<file path="src/hdl/acc_defs.vh">
/*
 * Constants of the ADC conversion configuration block: register indices,
 * field positions, reset values, write masks and timing counts.
 * Assumes it is included by bare name from the block's design files.
 */
// Functional notes
// - Reference control bit 7 switches the reference buffer offset compensation on or off.
// - The 4-bit reference select picks internal 1.0 V, supply/1.48, half supply, ref A or ref B.
// - The result adjust field in averaging control bits 6:4 divides the sum by a power of two.
// - The sample count field adds 2^code samples, 1 to 1024, codes above 0xA being reserved.
// - Sampling lasts (sampling length + 1) half periods of the ADC clock, length in bits 5:0.
// - The prescaler divides the peripheral clock by 4 at code 0 doubling up to 512 at code 7.
// - Resolution select gives 12 bits, the 16-bit averaging output, 10 bits or 8 bits.
// - With correction enabled each result is corrected for gain and offset before use.
// - With correction enabled each conversion is lengthened by the ADC half periods set by offset bits 3:0.
// - Free-running clear means single conversions, set means restart on each completion.
// - Left adjust puts the result at the top of the result register, otherwise right aligned.
// - The differential bit selects conversion of the positive minus negative input.
// - The window mode selects disabled, above lower, below upper, between or outside.
// - Writes to synchronized registers take effect after a delay shown by a busy flag.
`ifndef ACC_DEFS_VH
`define ACC_DEFS_VH

// Register indices; the byte address is four times the index.
`define ACC_IDX_CONTROL      6'h00
`define ACC_IDX_REFERENCE    6'h01
`define ACC_IDX_AVERAGING    6'h02
`define ACC_IDX_SAMPLING     6'h03
`define ACC_IDX_CONVERSION   6'h04
`define ACC_IDX_WINDOW       6'h08
`define ACC_IDX_STATUS       6'h19
`define ACC_IDX_RESULT       6'h1A
`define ACC_IDX_WIN_LOWER    6'h1C
`define ACC_IDX_WIN_UPPER    6'h20
`define ACC_IDX_GAIN         6'h24
`define ACC_IDX_OFFSET       6'h26

// Writable bits of each register.
`define ACC_MASK_CONTROL     16'h0003
`define ACC_MASK_REFERENCE   16'h008F
`define ACC_MASK_AVERAGING   16'h007F
`define ACC_MASK_SAMPLING    16'h003F
`define ACC_MASK_CONVERSION  16'h073F
`define ACC_MASK_WINDOW      16'h0007
`define ACC_MASK_CORR        16'h0FFF

// Reset values.
`define ACC_RST_ZERO         16'h0000
`define ACC_RST_GAIN         12'h800

// Field positions.
`define ACC_REF_COMP_BIT     7
`define ACC_CTL_ENABLE_BIT   1
`define ACC_CTL_START_BIT    0
`define ACC_CB_CORR_BIT      3
`define ACC_CB_FREE_BIT      2
`define ACC_CB_LEFT_BIT      1
`define ACC_CB_DIFF_BIT      0
`define ACC_ST_SYNC_BIT      7

// Codes.
`define ACC_ACC_MAX_CODE     4'hA
`define ACC_RES_12           2'h0
`define ACC_RES_16           2'h1
`define ACC_RES_10           2'h2
`define ACC_RES_8            2'h3
`define ACC_WIN_OFF          3'h0
`define ACC_WIN_ABOVE        3'h1
`define ACC_WIN_BELOW        3'h2
`define ACC_WIN_INSIDE       3'h3
`define ACC_WIN_OUTSIDE      3'h4

// Timing counts in peripheral clock cycles or ADC half periods.
`define ACC_SYNC_CYCLES      4'h4
`define ACC_CONV_HALVES      7'h17

`endif

</file>
<file path="src/hdl/acc_result_path.v">
/*
 * Result path: divides the accumulated sum, applies gain and offset
 * correction, cuts to the selected resolution and aligns the value.
 * Assumes a combinational use; the caller registers the result.
 */
`timescale 1ns/1ps
`default_nettype none
`include "acc_defs.vh"

module acc_result_path (
   input  wire [21:0] sum,
   input  wire [2:0]  divide_shift,
   input  wire        corr_en,
   input  wire [11:0] gain,
   input  wire [11:0] offset,
   input  wire [1:0]  res_sel,
   input  wire        left_align,
   output reg  [15:0] result
);

   reg [21:0] divided;
   reg [15:0] base;
   reg [16:0] diff;
   reg [27:0] prod;
   reg [15:0] corr;

   always @* begin
      divided = sum >> divide_shift;
      base = (divided[21:16] != 6'h00) ? 16'hFFFF : divided[15:0];
      diff = {1'b0, base} - {5'h00, offset};
      prod = diff[15:0] * gain;
      if (!corr_en) begin
         corr = base;
      end else if (diff[16]) begin
         corr = 16'h0000;
      end else if (prod[27:27] != 1'b0) begin
         corr = 16'hFFFF;
      end else begin
         corr = prod[26:11];
      end
      if (res_sel != `ACC_RES_16 && corr[15:12] != 4'h0) begin
         corr = 16'h0FFF;
      end
      case (res_sel)
         `ACC_RES_12: result = left_align ? {corr[11:0], 4'h0} : {4'h0, corr[11:0]};
         `ACC_RES_10: result = left_align ? {corr[11:2], 6'h00} : {6'h00, corr[11:2]};
         `ACC_RES_8:  result = left_align ? {corr[11:4], 8'h00} : {8'h00, corr[11:4]};
         default:     result = corr;
      endcase
   end

endmodule
`default_nettype wire

</file>
<file path="src/hdl/acc_top.v">
/*
 * ADC conversion configuration: Avalon-MM register slave, prescaler,
 * sampling and conversion sequencer, accumulation, result formatting
 * and window monitor.
 * Assumes RAW_DATA comes from the analog core on an unrelated timing and
 * is stable at the end of each conversion phase.
 */
`timescale 1ns/1ps
`default_nettype none
`include "acc_defs.vh"

module acc_top (
   input  wire        CLK,
   input  wire        RST_N,
   input  wire [5:0]  AVS_ADDRESS,
   input  wire        AVS_READ,
   input  wire        AVS_WRITE,
   input  wire [3:0]  AVS_BYTEENABLE,
   input  wire [31:0] AVS_WRITEDATA,
   output reg  [31:0] AVS_READDATA,
   output reg         AVS_WAITREQUEST,
   input  wire [11:0] RAW_DATA,
   output reg         ADC_CLK,
   output reg         SAMPLE_EN,
   output reg  [3:0]  REF_SEL,
   output reg         REF_COMP_EN,
   output reg         DIFF_EN,
   output reg         RESULT_VALID,
   output reg         WINDOW_HIT
);

   localparam [1:0] ST_IDLE    = 2'h0;
   localparam [1:0] ST_SAMPLE  = 2'h1;
   localparam [1:0] ST_CONVERT = 2'h2;
   localparam [1:0] ST_DONE    = 2'h3;

   // *************************************************************
   // Functions
   // *************************************************************
   function [15:0] merge;
      input [15:0] old;
      input [31:0] wdata;
      input [3:0]  be;
      input [15:0] mask;
      reg   [15:0] m;
      begin
         m = {be[1] ? wdata[15:8] : old[15:8], be[0] ? wdata[7:0] : old[7:0]};
         merge = (m & mask) | (old & ~mask);
      end
   endfunction

   // half period of the ADC clock minus one
   function [7:0] half_len;
      input [2:0] code;
      begin
         half_len = (8'h02 << code) - 8'h01;
      end
   endfunction

   // samples minus one, reserved codes clamp to the largest
   function [10:0] last_sample;
      input [3:0] code;
      reg   [3:0] c;
      begin
         c = (code > `ACC_ACC_MAX_CODE) ? `ACC_ACC_MAX_CODE : code;
         last_sample = (11'h001 << c) - 11'h001;
      end
   endfunction

   function win_match;
      input [2:0]  mode;
      input [15:0] res;
      input [15:0] lo;
      input [15:0] hi;
      begin
         case (mode)
            `ACC_WIN_ABOVE:   win_match = res > lo;
            `ACC_WIN_BELOW:   win_match = res < hi;
            `ACC_WIN_INSIDE:  win_match = (res > lo) && (res < hi);
            `ACC_WIN_OUTSIDE: win_match = !((res > lo) && (res < hi));
            default:          win_match = 1'b0;
         endcase
      end
   endfunction

   // *************************************************************
   // Registers
   // *************************************************************
   reg  [15:0] ctl_q;
   reg  [15:0] ref_q;
   reg  [15:0] avg_q;
   reg  [15:0] samp_q;
   reg  [15:0] cb_q;
   reg  [15:0] win_q;
   reg  [15:0] cb_act_q;
   reg  [15:0] win_act_q;
   reg  [15:0] gain_q;
   reg  [15:0] ofs_q;
   reg  [15:0] lo_q;
   reg  [15:0] hi_q;
   reg  [15:0] result_q;
   reg  [3:0]  sync_cnt_q;
   reg         start_q;
   reg  [1:0]  state_q;
   reg  [7:0]  div_cnt_q;
   reg  [6:0]  half_cnt_q;
   reg  [10:0] num_q;
   reg  [21:0] sum_q;
   reg  [11:0] raw_s1_q;
   reg  [11:0] raw_s2_q;
   reg  [15:0] rd_d;
   wire [15:0] formatted;
   wire        enabled;
   wire        tick;
   wire        req;
   wire        do_write;
   wire        conv_begin;
   wire [21:0] sum_next;

   assign enabled    = ctl_q[`ACC_CTL_ENABLE_BIT];
   assign tick       = enabled && (div_cnt_q == half_len(cb_act_q[10:8]));
   assign req        = AVS_READ || AVS_WRITE;
   assign do_write   = AVS_WRITE && !AVS_WAITREQUEST;
   assign conv_begin = (state_q == ST_IDLE) && enabled && start_q && tick;
   assign sum_next   = sum_q + {10'h000, raw_s2_q};

   always @* begin
      case (AVS_ADDRESS)
         `ACC_IDX_CONTROL:    rd_d = ctl_q;
         `ACC_IDX_REFERENCE:  rd_d = ref_q;
         `ACC_IDX_AVERAGING:  rd_d = avg_q;
         `ACC_IDX_SAMPLING:   rd_d = samp_q;
         `ACC_IDX_CONVERSION: rd_d = cb_q;
         `ACC_IDX_WINDOW:     rd_d = win_q;
         `ACC_IDX_STATUS:     rd_d = {8'h00, sync_cnt_q != 4'h0, 5'h00, WINDOW_HIT,
                                      state_q != ST_IDLE};
         `ACC_IDX_RESULT:     rd_d = result_q;
         `ACC_IDX_WIN_LOWER:  rd_d = lo_q;
         `ACC_IDX_WIN_UPPER:  rd_d = hi_q;
         `ACC_IDX_GAIN:       rd_d = gain_q;
         `ACC_IDX_OFFSET:     rd_d = ofs_q;
         default:             rd_d = 16'h0000;
      endcase
   end

   // *************************************************************
   // Avalon-MM slave
   // *************************************************************
   always @(posedge CLK or negedge RST_N) begin
      if (!RST_N) begin
         AVS_WAITREQUEST <= 1'b1;
         AVS_READDATA    <= 32'h00000000;
         ctl_q           <= `ACC_RST_ZERO;
         ref_q           <= `ACC_RST_ZERO;
         avg_q           <= `ACC_RST_ZERO;
         samp_q          <= `ACC_RST_ZERO;
         cb_q            <= `ACC_RST_ZERO;
         win_q           <= `ACC_RST_ZERO;
         lo_q            <= `ACC_RST_ZERO;
         hi_q            <= `ACC_RST_ZERO;
         gain_q          <= {4'h0, `ACC_RST_GAIN};
         ofs_q           <= `ACC_RST_ZERO;
         cb_act_q        <= `ACC_RST_ZERO;
         win_act_q       <= `ACC_RST_ZERO;
         sync_cnt_q      <= 4'h0;
         start_q         <= 1'b0;
      end else begin
         if (req && AVS_WAITREQUEST) begin
            AVS_WAITREQUEST <= 1'b0;
            AVS_READDATA    <= {16'h0000, rd_d};
         end else begin
            AVS_WAITREQUEST <= 1'b1;
         end
         if (do_write) begin
            case (AVS_ADDRESS)
               `ACC_IDX_CONTROL: begin
                  ctl_q <= merge(ctl_q, AVS_WRITEDATA, AVS_BYTEENABLE, `ACC_MASK_CONTROL)
                           & ~16'h0001;
               end
               `ACC_IDX_REFERENCE:
                  ref_q <= merge(ref_q, AVS_WRITEDATA, AVS_BYTEENABLE, `ACC_MASK_REFERENCE);
               `ACC_IDX_AVERAGING:
                  avg_q <= merge(avg_q, AVS_WRITEDATA, AVS_BYTEENABLE, `ACC_MASK_AVERAGING);
               `ACC_IDX_SAMPLING:
                  samp_q <= merge(samp_q, AVS_WRITEDATA, AVS_BYTEENABLE, `ACC_MASK_SAMPLING);
               `ACC_IDX_CONVERSION:
                  cb_q <= merge(cb_q, AVS_WRITEDATA, AVS_BYTEENABLE, `ACC_MASK_CONVERSION);
               `ACC_IDX_WINDOW:
                  win_q <= merge(win_q, AVS_WRITEDATA, AVS_BYTEENABLE, `ACC_MASK_WINDOW);
               `ACC_IDX_WIN_LOWER:
                  lo_q <= merge(lo_q, AVS_WRITEDATA, AVS_BYTEENABLE, 16'hFFFF);
               `ACC_IDX_WIN_UPPER:
                  hi_q <= merge(hi_q, AVS_WRITEDATA, AVS_BYTEENABLE, 16'hFFFF);
               `ACC_IDX_GAIN:
                  gain_q <= merge(gain_q, AVS_WRITEDATA, AVS_BYTEENABLE, `ACC_MASK_CORR);
               `ACC_IDX_OFFSET:
                  ofs_q <= merge(ofs_q, AVS_WRITEDATA, AVS_BYTEENABLE, `ACC_MASK_CORR);
               default: begin
               end
            endcase
         end
         if (do_write && (AVS_ADDRESS == `ACC_IDX_CONVERSION
                          || AVS_ADDRESS == `ACC_IDX_WINDOW)) begin
            sync_cnt_q <= `ACC_SYNC_CYCLES;
         end else if (sync_cnt_q != 4'h0) begin
            sync_cnt_q <= sync_cnt_q - 4'h1;
         end
         if (sync_cnt_q == 4'h1) begin
            cb_act_q  <= cb_q;
            win_act_q <= win_q;
         end
         // Start request: a new request wins over the clear at conversion start.
         if (do_write && AVS_ADDRESS == `ACC_IDX_CONTROL && AVS_BYTEENABLE[0]
             && AVS_WRITEDATA[`ACC_CTL_START_BIT]) begin
            start_q <= 1'b1;
         end else if (state_q == ST_DONE && enabled && cb_act_q[`ACC_CB_FREE_BIT]) begin
            start_q <= 1'b1;
         end else if (conv_begin || !enabled) begin
            start_q <= 1'b0;
         end
      end
   end

   // *************************************************************
   // Prescaler and analog controls
   // *************************************************************
   always @(posedge CLK or negedge RST_N) begin
      if (!RST_N) begin
         div_cnt_q   <= 8'h00;
         ADC_CLK     <= 1'b0;
         REF_SEL     <= 4'h0;
         REF_COMP_EN <= 1'b0;
         DIFF_EN     <= 1'b0;
         raw_s1_q    <= 12'h000;
         raw_s2_q    <= 12'h000;
      end else begin
         if (!enabled || tick) begin
            div_cnt_q <= 8'h00;
         end else begin
            div_cnt_q <= div_cnt_q + 8'h01;
         end
         if (!enabled) begin
            ADC_CLK <= 1'b0;
         end else if (tick) begin
            ADC_CLK <= !ADC_CLK;
         end
         REF_SEL     <= ref_q[3:0];
         REF_COMP_EN <= ref_q[`ACC_REF_COMP_BIT];
         DIFF_EN     <= cb_act_q[`ACC_CB_DIFF_BIT];
         raw_s1_q    <= RAW_DATA;
         raw_s2_q    <= raw_s1_q;
      end
   end

   // *************************************************************
   // Sequencer
   // *************************************************************
   acc_result_path u_result_path (
      .sum          (sum_next),
      .divide_shift (avg_q[6:4]),
      .corr_en      (cb_act_q[`ACC_CB_CORR_BIT]),
      .gain         (gain_q[11:0]),
      .offset       (ofs_q[11:0]),
      .res_sel      (cb_act_q[5:4]),
      .left_align   (cb_act_q[`ACC_CB_LEFT_BIT]),
      .result       (formatted)
   );

   always @(posedge CLK or negedge RST_N) begin
      if (!RST_N) begin
         state_q      <= ST_IDLE;
         half_cnt_q   <= 7'h00;
         num_q        <= 11'h000;
         sum_q        <= 22'h000000;
         result_q     <= 16'h0000;
         SAMPLE_EN    <= 1'b0;
         RESULT_VALID <= 1'b0;
         WINDOW_HIT   <= 1'b0;
      end else begin
         RESULT_VALID <= 1'b0;
         case (state_q)
            ST_IDLE: begin
               if (conv_begin) begin
                  state_q    <= ST_SAMPLE;
                  half_cnt_q <= {1'b0, samp_q[5:0]};
                  num_q      <= 11'h000;
                  sum_q      <= 22'h000000;
                  SAMPLE_EN  <= 1'b1;
               end
            end
            ST_SAMPLE: begin
               if (!enabled) begin
                  state_q   <= ST_IDLE;
                  SAMPLE_EN <= 1'b0;
               end else if (tick && half_cnt_q == 7'h00) begin
                  state_q   <= ST_CONVERT;
                  SAMPLE_EN <= 1'b0;
                  half_cnt_q <= `ACC_CONV_HALVES
                                + (cb_act_q[`ACC_CB_CORR_BIT] ? {3'h0, ofs_q[3:0]} : 7'h00);
               end else if (tick) begin
                  half_cnt_q <= half_cnt_q - 7'h01;
               end
            end
            ST_CONVERT: begin
               if (!enabled) begin
                  state_q <= ST_IDLE;
               end else if (tick && half_cnt_q == 7'h00) begin
                  sum_q <= sum_next;
                  if (num_q == last_sample(avg_q[3:0])) begin
                     state_q  <= ST_DONE;
                     result_q <= formatted;
                  end else begin
                     num_q      <= num_q + 11'h001;
                     state_q    <= ST_SAMPLE;
                     half_cnt_q <= {1'b0, samp_q[5:0]};
                     SAMPLE_EN  <= 1'b1;
                  end
               end else if (tick) begin
                  half_cnt_q <= half_cnt_q - 7'h01;
               end
            end
            ST_DONE: begin
               RESULT_VALID <= 1'b1;
               WINDOW_HIT   <= win_match(win_act_q[2:0], result_q, lo_q, hi_q);
               // Restarts pass through idle so sampling starts on an ADC clock tick.
               state_q      <= ST_IDLE;
            end
            default: begin
               state_q <= ST_IDLE;
            end
         endcase
      end
   end

endmodule
`default_nettype wire

</file>
<file path="config.mk">
export PLATFORM = sky130hd
export DESIGN_NAME = acc_top
export DESIGN_NICKNAME = d
export VERILOG_FILES = /design/src/hdl/acc_result_path.v /design/src/hdl/acc_top.v
export VERILOG_INCLUDE_DIRS = /design/src /design/src/hdl
export SDC_FILE = /design/constraint.sdc
export NUM_CORES = 1
export LEC_CHECK = 0
export ABC_CLOCK_PERIOD_IN_PS = 19800
export BUFFER_PORTS_ARGS = -buffer_cell sky130_fd_sc_hd__buf_2
export CORE_MARGIN = 1
export CORE_UTILIZATION = 25
export DETAILED_ROUTE_END_ITERATION = 10
export PLACE_DENSITY = 0.36
export SETUP_SLACK_MARGIN = 0.5
export SLEW_MARGIN = 20
export SYNTH_ARGS = -nofsm -noshare
export SYNTH_HDL_FRONTEND = slang
export SYNTH_SLANG_ARGS = --single-unit
</file>
<file path="constraint.sdc">
create_clock -name CLK -period 19.8 [get_ports CLK]
set_input_delay 3.96 -clock CLK [delete_from_list [all_inputs] [get_ports CLK]]
set_output_delay 3.96 -clock CLK [all_outputs]
set_load 0.02 [all_outputs]
</file>
# Word level (Yosys, flattened, before mapping)
# Cells that the tools add are included.
[totals]
reg_bits = 295
elab_cells = 208
output_inout_bits = 43
in_bits = 58
[classes]
n_bitwise = 8
n_mux = 65
order_cmp = 3
eq_ne = 33
n_addsub = 9
reduce_logical = 53
shift = 3
multipliers = 1
[op_table]
columns = ["op", "count"]
rows = [
  ["$pmux W16 S12", 1],
  ["$mux W16", 8],
  ["$mux W22", 3],
  ["$mux W7", 8],
  ["$pmux W16 S3", 1],
  ["$mux W11", 4],
  ["$pmux W22 S2", 1],
  ["$mux W8", 4],
  ["$or A12 B16 Y16", 2],
  ["$mul A16 B12 Y28", 1],
  ["$mux W4", 6],
  ["$add A22 B12 Y22", 1],
  ["$pmux W11 S2", 1],
  ["$shr A22 B3 Y22", 1],
  ["$pmux W7 S3", 1],
  ["$eq A6 B5 Y1 const B", 3],
  ["$eq A6 B6 Y1 const B", 3],
  ["$sub A16 B12 Y17", 1],
  ["$gt A16 B16 Y1", 1],
  ["$lt A16 B16 Y1", 1],
  ["$or A11 B16 Y16", 1],
  ["$or A2 B16 Y16", 1],
  ["$or A3 B16 Y16", 1],
  ["$or A6 B16 Y16", 1],
  ["49 further kinds", 119],
]

# Logic depth before layout (Yosys ltp)
[logic_depth]
depth_word = 14
depth_mapped = 55

# Hierarchy
# From an unflattened synthesis, not the netlist that was laid out.
[hier_totals]
cells_unflattened = 2205
area_unflattened_um2 = 20256.9
[by_module_without_submodules]
columns = ["mod", "cells_each", "seq_area_each_um2", "area_each_um2", "n_inst"]
rows = [
  ["acc_top", 1138, 5532.8, 11853.9, 1],
  ["acc_result_path", 1067, 0.0, 8403.1, 1],
]

# Worst setup path before layout
# OpenSTA, ideal clock, no wires.
[synth_path]
kind = "reg2reg"
startpoint = "register sum_q[4]"
endpoint = "register result_q[12]"
stages_incl_launch_ff = 52
setup_slack_ns = 8.275
t_arrival_ns = 11.401
setup_time_ns = 0.125
n_path_buf = 5
period_less_slack_ns = 11.525
cell_sequence = "dfrtp_1 ha_1 a21oi_1 a31oi_4 o31ai_2 buf_2 nor3_1 o311a_1 nor3_4 a31oi_4 a2111oi_0 ha_1 inv_1 fa_1 a21o_1 a21oi_1 o21ai_0 a21oi_1 [... 16 more ...] fa_1 inv_1 ha_1 a21o_1 a21o_1 a21o_1 a21o_1 a21oi_1 o41ai_2 a31oi_1 xnor2_1 nor4_1 a21oi_1 buf_2 buf_2 o211ai_1 o31ai_1 mux2_2"
[synth_between]
elab_chain_len = 14
[synth_lines]
columns = ["item", "line_no", "rtl"]
rows = [
  ["start, declared", "acc_top.v:108", "reg [21:0] sum_q;"],
  ["start signal, assigned", "acc_top.v:308", "sum_q <= sum_next;"],
  ["$add A22 B12 Y22 (*)", "acc_top.v:125", "assign sum_next = sum_q + {10'h000, raw_s2_q};"],
  ["$shr A22 B3 Y22 (*)", "acc_result_path.v:28", "divided = sum >> divide_shift;"],
  ["$reduce_bool A6 Y1", "acc_result_path.v:29", "base = (divided[21:16] != 6'h00) ? 16'hFFFF : divided[15:0];"],
  ["$mux W16 (*)", "acc_result_path.v:29", ""],
  ["$sub A16 B12 Y17", "acc_result_path.v:30", "diff = {1'b0, base} - {5'h00, offset};"],
  ["$mul A16 B12 Y28", "acc_result_path.v:31", "prod = diff[15:0] * gain;"],
  ["$mux W16", "acc_result_path.v:36", "end else if (prod[27:27] != 1'b0) begin"],
  ["$mux W16", "acc_result_path.v:34", "end else if (diff[16]) begin"],
  ["$mux W16 (*)", "acc_result_path.v:32", "if (!corr_en) begin"],
  ["$reduce_bool A4 Y1", "acc_result_path.v:41", "if (res_sel != `ACC_RES_16 && corr[15:12] != 4'h0) begin"],
  ["$logic_and A1 B1 Y1", "acc_result_path.v:41", ""],
  ["$mux W16 (*)", "acc_result_path.v:41", ""],
  ["$mux W16, on equally long branches", "acc_result_path.v:47, acc_result_path.v:45, acc_result_path.v:46", ""],
  ["$pmux W16 S3 (*)", "acc_result_path.v:44", "case (res_sel)"],
  ["end signal, assigned", "acc_top.v:311", "result_q <= formatted;"],
  ["end, declared", "acc_top.v:101", "reg [15:0] result_q;"],
]
# Mark *: on every way between the ends. The rest lies on a longest branch, timed or not.
# A chain may end at the register's enable or synchronous reset.

# Final worst setup path
[layout_path]
startpoint = "register sum_q[4]"
endpoint = "register result_q[5]"
# The elaborated chain is that of the path after synthesis.

==> summary.txt <==
Status
  – Status: finished clean

Clock tree
  – Clock H-tree levels: 1
  – CTS sink cnt: between 200 and 250
  – CTS tree: done
  – Hold-fix buffers, CTS: 0
  – Clock transition at path regs: ~0.07 ns
  – Cts repair resizes: 0
  – Clk buf depth: 3
  – Post CTS Setup Buffer Count: 0
  – CTS root buf: clkbuf_16
  – TritonCTS buffer count: 26
  – Clock Latency Late Sink: between 0.5 and 0.6 ns

Power
  – Sw Ratio: 0.384
  – Reg power frac: 0.334
  – Worst VDD drop: roughly 0.056 mV
  – Leak: 0.0105 uW
  – Gate power share: 0.348
  – Switching pwr: 596 uW
  – Int Power: 956 uW
  – P per Cell Area: 69.2 nW/um2
  – Clk pwr share: 0.318
  – Total power: 1550 uW

Global routing
  – Vias in the first global route: 16,800
  – Global route total overflow: 0
  – GRT Util Overall: 0.155
  – Initial antenna violation count: 1
  – First-pass GRT wire length: 99,800 um
  – Largest net degree at the start of global routing: 161

Critical path
  – Crit start category: flip-flop
  – CP Class: reg -> reg
  – R2R Setup Slk: 5.15 ns
  – CP required: 20.29 ns
  – Worst Reg-to-Reg Cells: 44
  – Peak per-stage delay on the critical path: 0.92 ns
  – Crit path DAT: 15.15 ns
  – Crit path max-delay cell type: a2111oi_1
  – Reg2reg end: result_q[5]
  – Crit. End Element: flip-flop
  – Reg2reg start: sum_q[4]
  – Critical-path maximum fanout: 16
  – Worst path most repeated cell: fa_1

Placement
  – Placer Congestion: 0.850
  – Post-detail-place hpwl: between 40,000 and 50,000 um
  – Dpl cells: 3,247
  – PortBufs: 66

STA
  – Min cycle time layout: 14.65 ns
  – Final Cycle Share: 0.740
  – Fin Setup TNS: 0 ns
  – Setup-failing EPs final: 0
  – Final hold vios: 0
  – RSZ-0062 raised after global routing: no
  – Max-slew headroom: 0.227
  – Least-Margin Pin Slew: 1.16 ns
  – Achievable frequency: 68.2 MHz
  – Clock Skew: roughly 0.025 ns
  – Final Max Tran Viols: 0

Synthesis
  – Syn avg cell area: 9.09 um2
  – Post-synth EDFFs: 0
  – Flops & latches, synth: about 220
  – Syn Inst Count: approximately 2,200
  – Number of warnings issued by yosys: 0
  – Sequential area share after synthesis: 0.274
  – Synthesized cell area: 20,200 um2
  – FFs w/ async S/R, synth: 1.00
  – Synth Flop Type: dfrtp_1
  – Post-synth cell types: 106

Route
  – Final WL: 62,900 um
  – ANT nets after route: 0
  – WL per Instance: 19.1 um
  – DR DRC count: 0
  – DRT iter0 DRCs: between 1,000 and 1,500
  – Drt via density: 4.90
  – TritonRoute pass-1 iters: 6
  – Vias: 16,100

Worst hold path
  – WHS Path Cells: 0
  – Hold Path Sink: raw_s2_q[8]
  – Worst hold-check path type: reg -> reg
  – Startpoint of the worst hold path: raw_s1_q[8]

Die
  – IO Count: 101
  – Core box area: 79,400 um2
  – Row cnt: around 100
  – Die area: 81,800 um2
  – Initial core utilization: 0.254
  – Chip height: 286 um
  – Chip Width: between 200 and 300 um

Final layout
  – Filler instances: 8,554
  – Non-filler cells, final: around 3,300
  – Nets: roughly 2,600
  – Share of cells above drive strength 1: 0.131
  – Area Overhead vs Synth: 11.2%
  – Number of diodes: 0

Flow run
  – Max-cap violation count: 0
worst max-delay path: cells and delay by family, from the launching register on:
family | cells | cell delay [ns]
AO/OA/AOI/OAI | 22 | 6.87
adder cells (fa/ha/maj) | 9 | 4.03
AND/OR/NAND/NOR | 7 | 2.23
XOR/XNOR | 2 | 0.85
flip-flops | 1 | 0.38
buffers and inverters | 4 | 0.20
cell type report:
class / instances / area (um2) / share of cell area
Multi-Input combinational cell: 1632 / 13200 / 0.590
Tap cell: 1050 / 1310 / 0.0586
Inverter: 254 / 953 / 0.0425
Clock inverter: 7 / 73.8 / 0.00329
Clock buffer: 41 / 797 / 0.0355
Timing Repair Buffer: 90 / 533 / 0.0238
Sequential cell: 221 / 5530 / 0.247
cells by family (layout without fill, tap and decap cells):
family / count (synthesis) / count (layout) / synth area share
and+or+nand+nor: 664 / 664 / 0.160
AOI/OAI and AO/OA: 481 / 481 / 0.166
buffers and inverters: 382 / 392 / 0.0753
adders and majority gates: 269 / 269 / 0.219
DFF: 221 / 221 / 0.274
muxes: 140 / 140 / 0.0772
xor gates and xnor gates: 62 / 62 / 0.0269
other: 1 / 16 / 0.000186
worst max-delay path by stage:
stage / start / end / slack [ns]
finish: sum_q[4] / result_q[5] / 5.15
global route: sum_q[4] / result_q[5] / 4.06
CTS: sum_q[4] / result_q[5] / 5.17
detailed placement: sum_q[4] / result_q[5] / 5.21
global placement: sum_q[4] / result_q[5] / 5.27
floorplan: sum_q[4] / result_q[12] / 8.27
sequential cells by signal, indices dropped and copies added, names as in the netlist, 4 cells and up:
register,cells
AVS_READDATA,16
REF_SEL,4
avg_q,7
cb_act_q,9
cb_q,9
div_cnt_q,8
gain_q,12
half_cnt_q,7
hi_q,16
lo_q,16
num_q,11
ofs_q,12
raw_s1_q,12
raw_s2_q,12
ref_q,5
result_q,16
samp_q,6
sum_q,22
sync_cnt_q,4
stage by stage:
step	area [um2]	utilization	setup slack, ns	hold slack (ns)
final	22400	0.283	5.15	0.345
after floorplan	20200	-	8.27	0.331
after detailed placement	21600	0.271	5.21	0.336
after CTS	22400	0.282	5.17	0.346
after global routing	22400	0.283	4.06	0.353
after global placement	21600	0.271	5.27	0.333
cell usage after synthesis (9+ instances only):
master / count / share of area
a211oi_1: 16 / 0.0060
a21o_1: 37 / 0.014
a21oi_1: 83 / 0.021
a221oi_1: 10 / 0.0043
a222oi_1: 9 / 0.0045
a22o_1: 16 / 0.0069
a22oi_1: 10 / 0.0037
a31oi_1: 18 / 0.0056
and2_1: 84 / 0.026
and3_1: 9 / 0.0028
buf_1: 9 / 0.0017
buf_2: 10 / 0.0025
buf_4: 17 / 0.0063
clkbuf_1: 90 / 0.017
dfrtp_1: 219 / 0.27
fa_1: 141 / 0.14
ha_1: 128 / 0.079
inv_1: 249 / 0.046
mux2_2: 105 / 0.059
mux2i_1: 33 / 0.016
nand2_1: 248 / 0.046
nand2b_1: 22 / 0.0068
nand3_1: 38 / 0.0094
nand4_1: 17 / 0.0053
nor2_1: 121 / 0.023
nor2b_1: 23 / 0.0071
nor3_1: 39 / 0.0097
nor4_1: 12 / 0.0037
o211ai_1: 13 / 0.0048
o21a_1: 28 / 0.010
o21ai_0: 120 / 0.030
o22ai_1: 12 / 0.0037
xnor2_1: 30 / 0.013
xor2_1: 32 / 0.014
power by group through the flow:
| stage | registers, uW | logic, uW | clock network, uW |
|---|---|---|---|
| floorplan | 508 | 379 | 0 |
| global placement | 526 | 541 | 0 |
| detailed placement | 527 | 544 | 0 |
| CTS | 519 | 548 | 515 |
| global route | 524 | 606 | 533 |
| finish | 519 | 540 | 493 |
routing by layer:
| layer | vias to the layer above | GRT usage | wire, um |
|---|---|---|---|
| met5 | - | 0 | 0 |
| met4 | 0 | 0.0358 | 1450 |
| met3 | 77 | 0.0212 | 2800 |
| met2 | 361 | 0.257 | 29500 |
| met1 | 8090 | 0.213 | 29200 |
| li1 | 7621 | - | - |
cells in the final DEF, fill, tap and decap left out, types with 10 or more instances in the layout:
cell,count
inv_1,249
nand2_1,248
dfrtp_1,219
fa_1,141
ha_1,128
nor2_1,121
o21ai_0,120
mux2_2,105
and2_1,84
a21oi_1,82
buf_2,65
nand3_1,38
nor3_1,37
a21o_1,37
mux2i_1,33
xor2_1,31
xnor2_1,29
o21a_1,28
clkbuf_16,26
nor2b_1,23
buf_4,23
nand2b_1,22
a31oi_1,18
nand4_1,17
a211oi_1,16
a22o_1,16
conb_1,16
o211ai_1,13
o22ai_1,12
a22oi_1,10
a221oi_1,10
(Power assumes the default switching activity.)
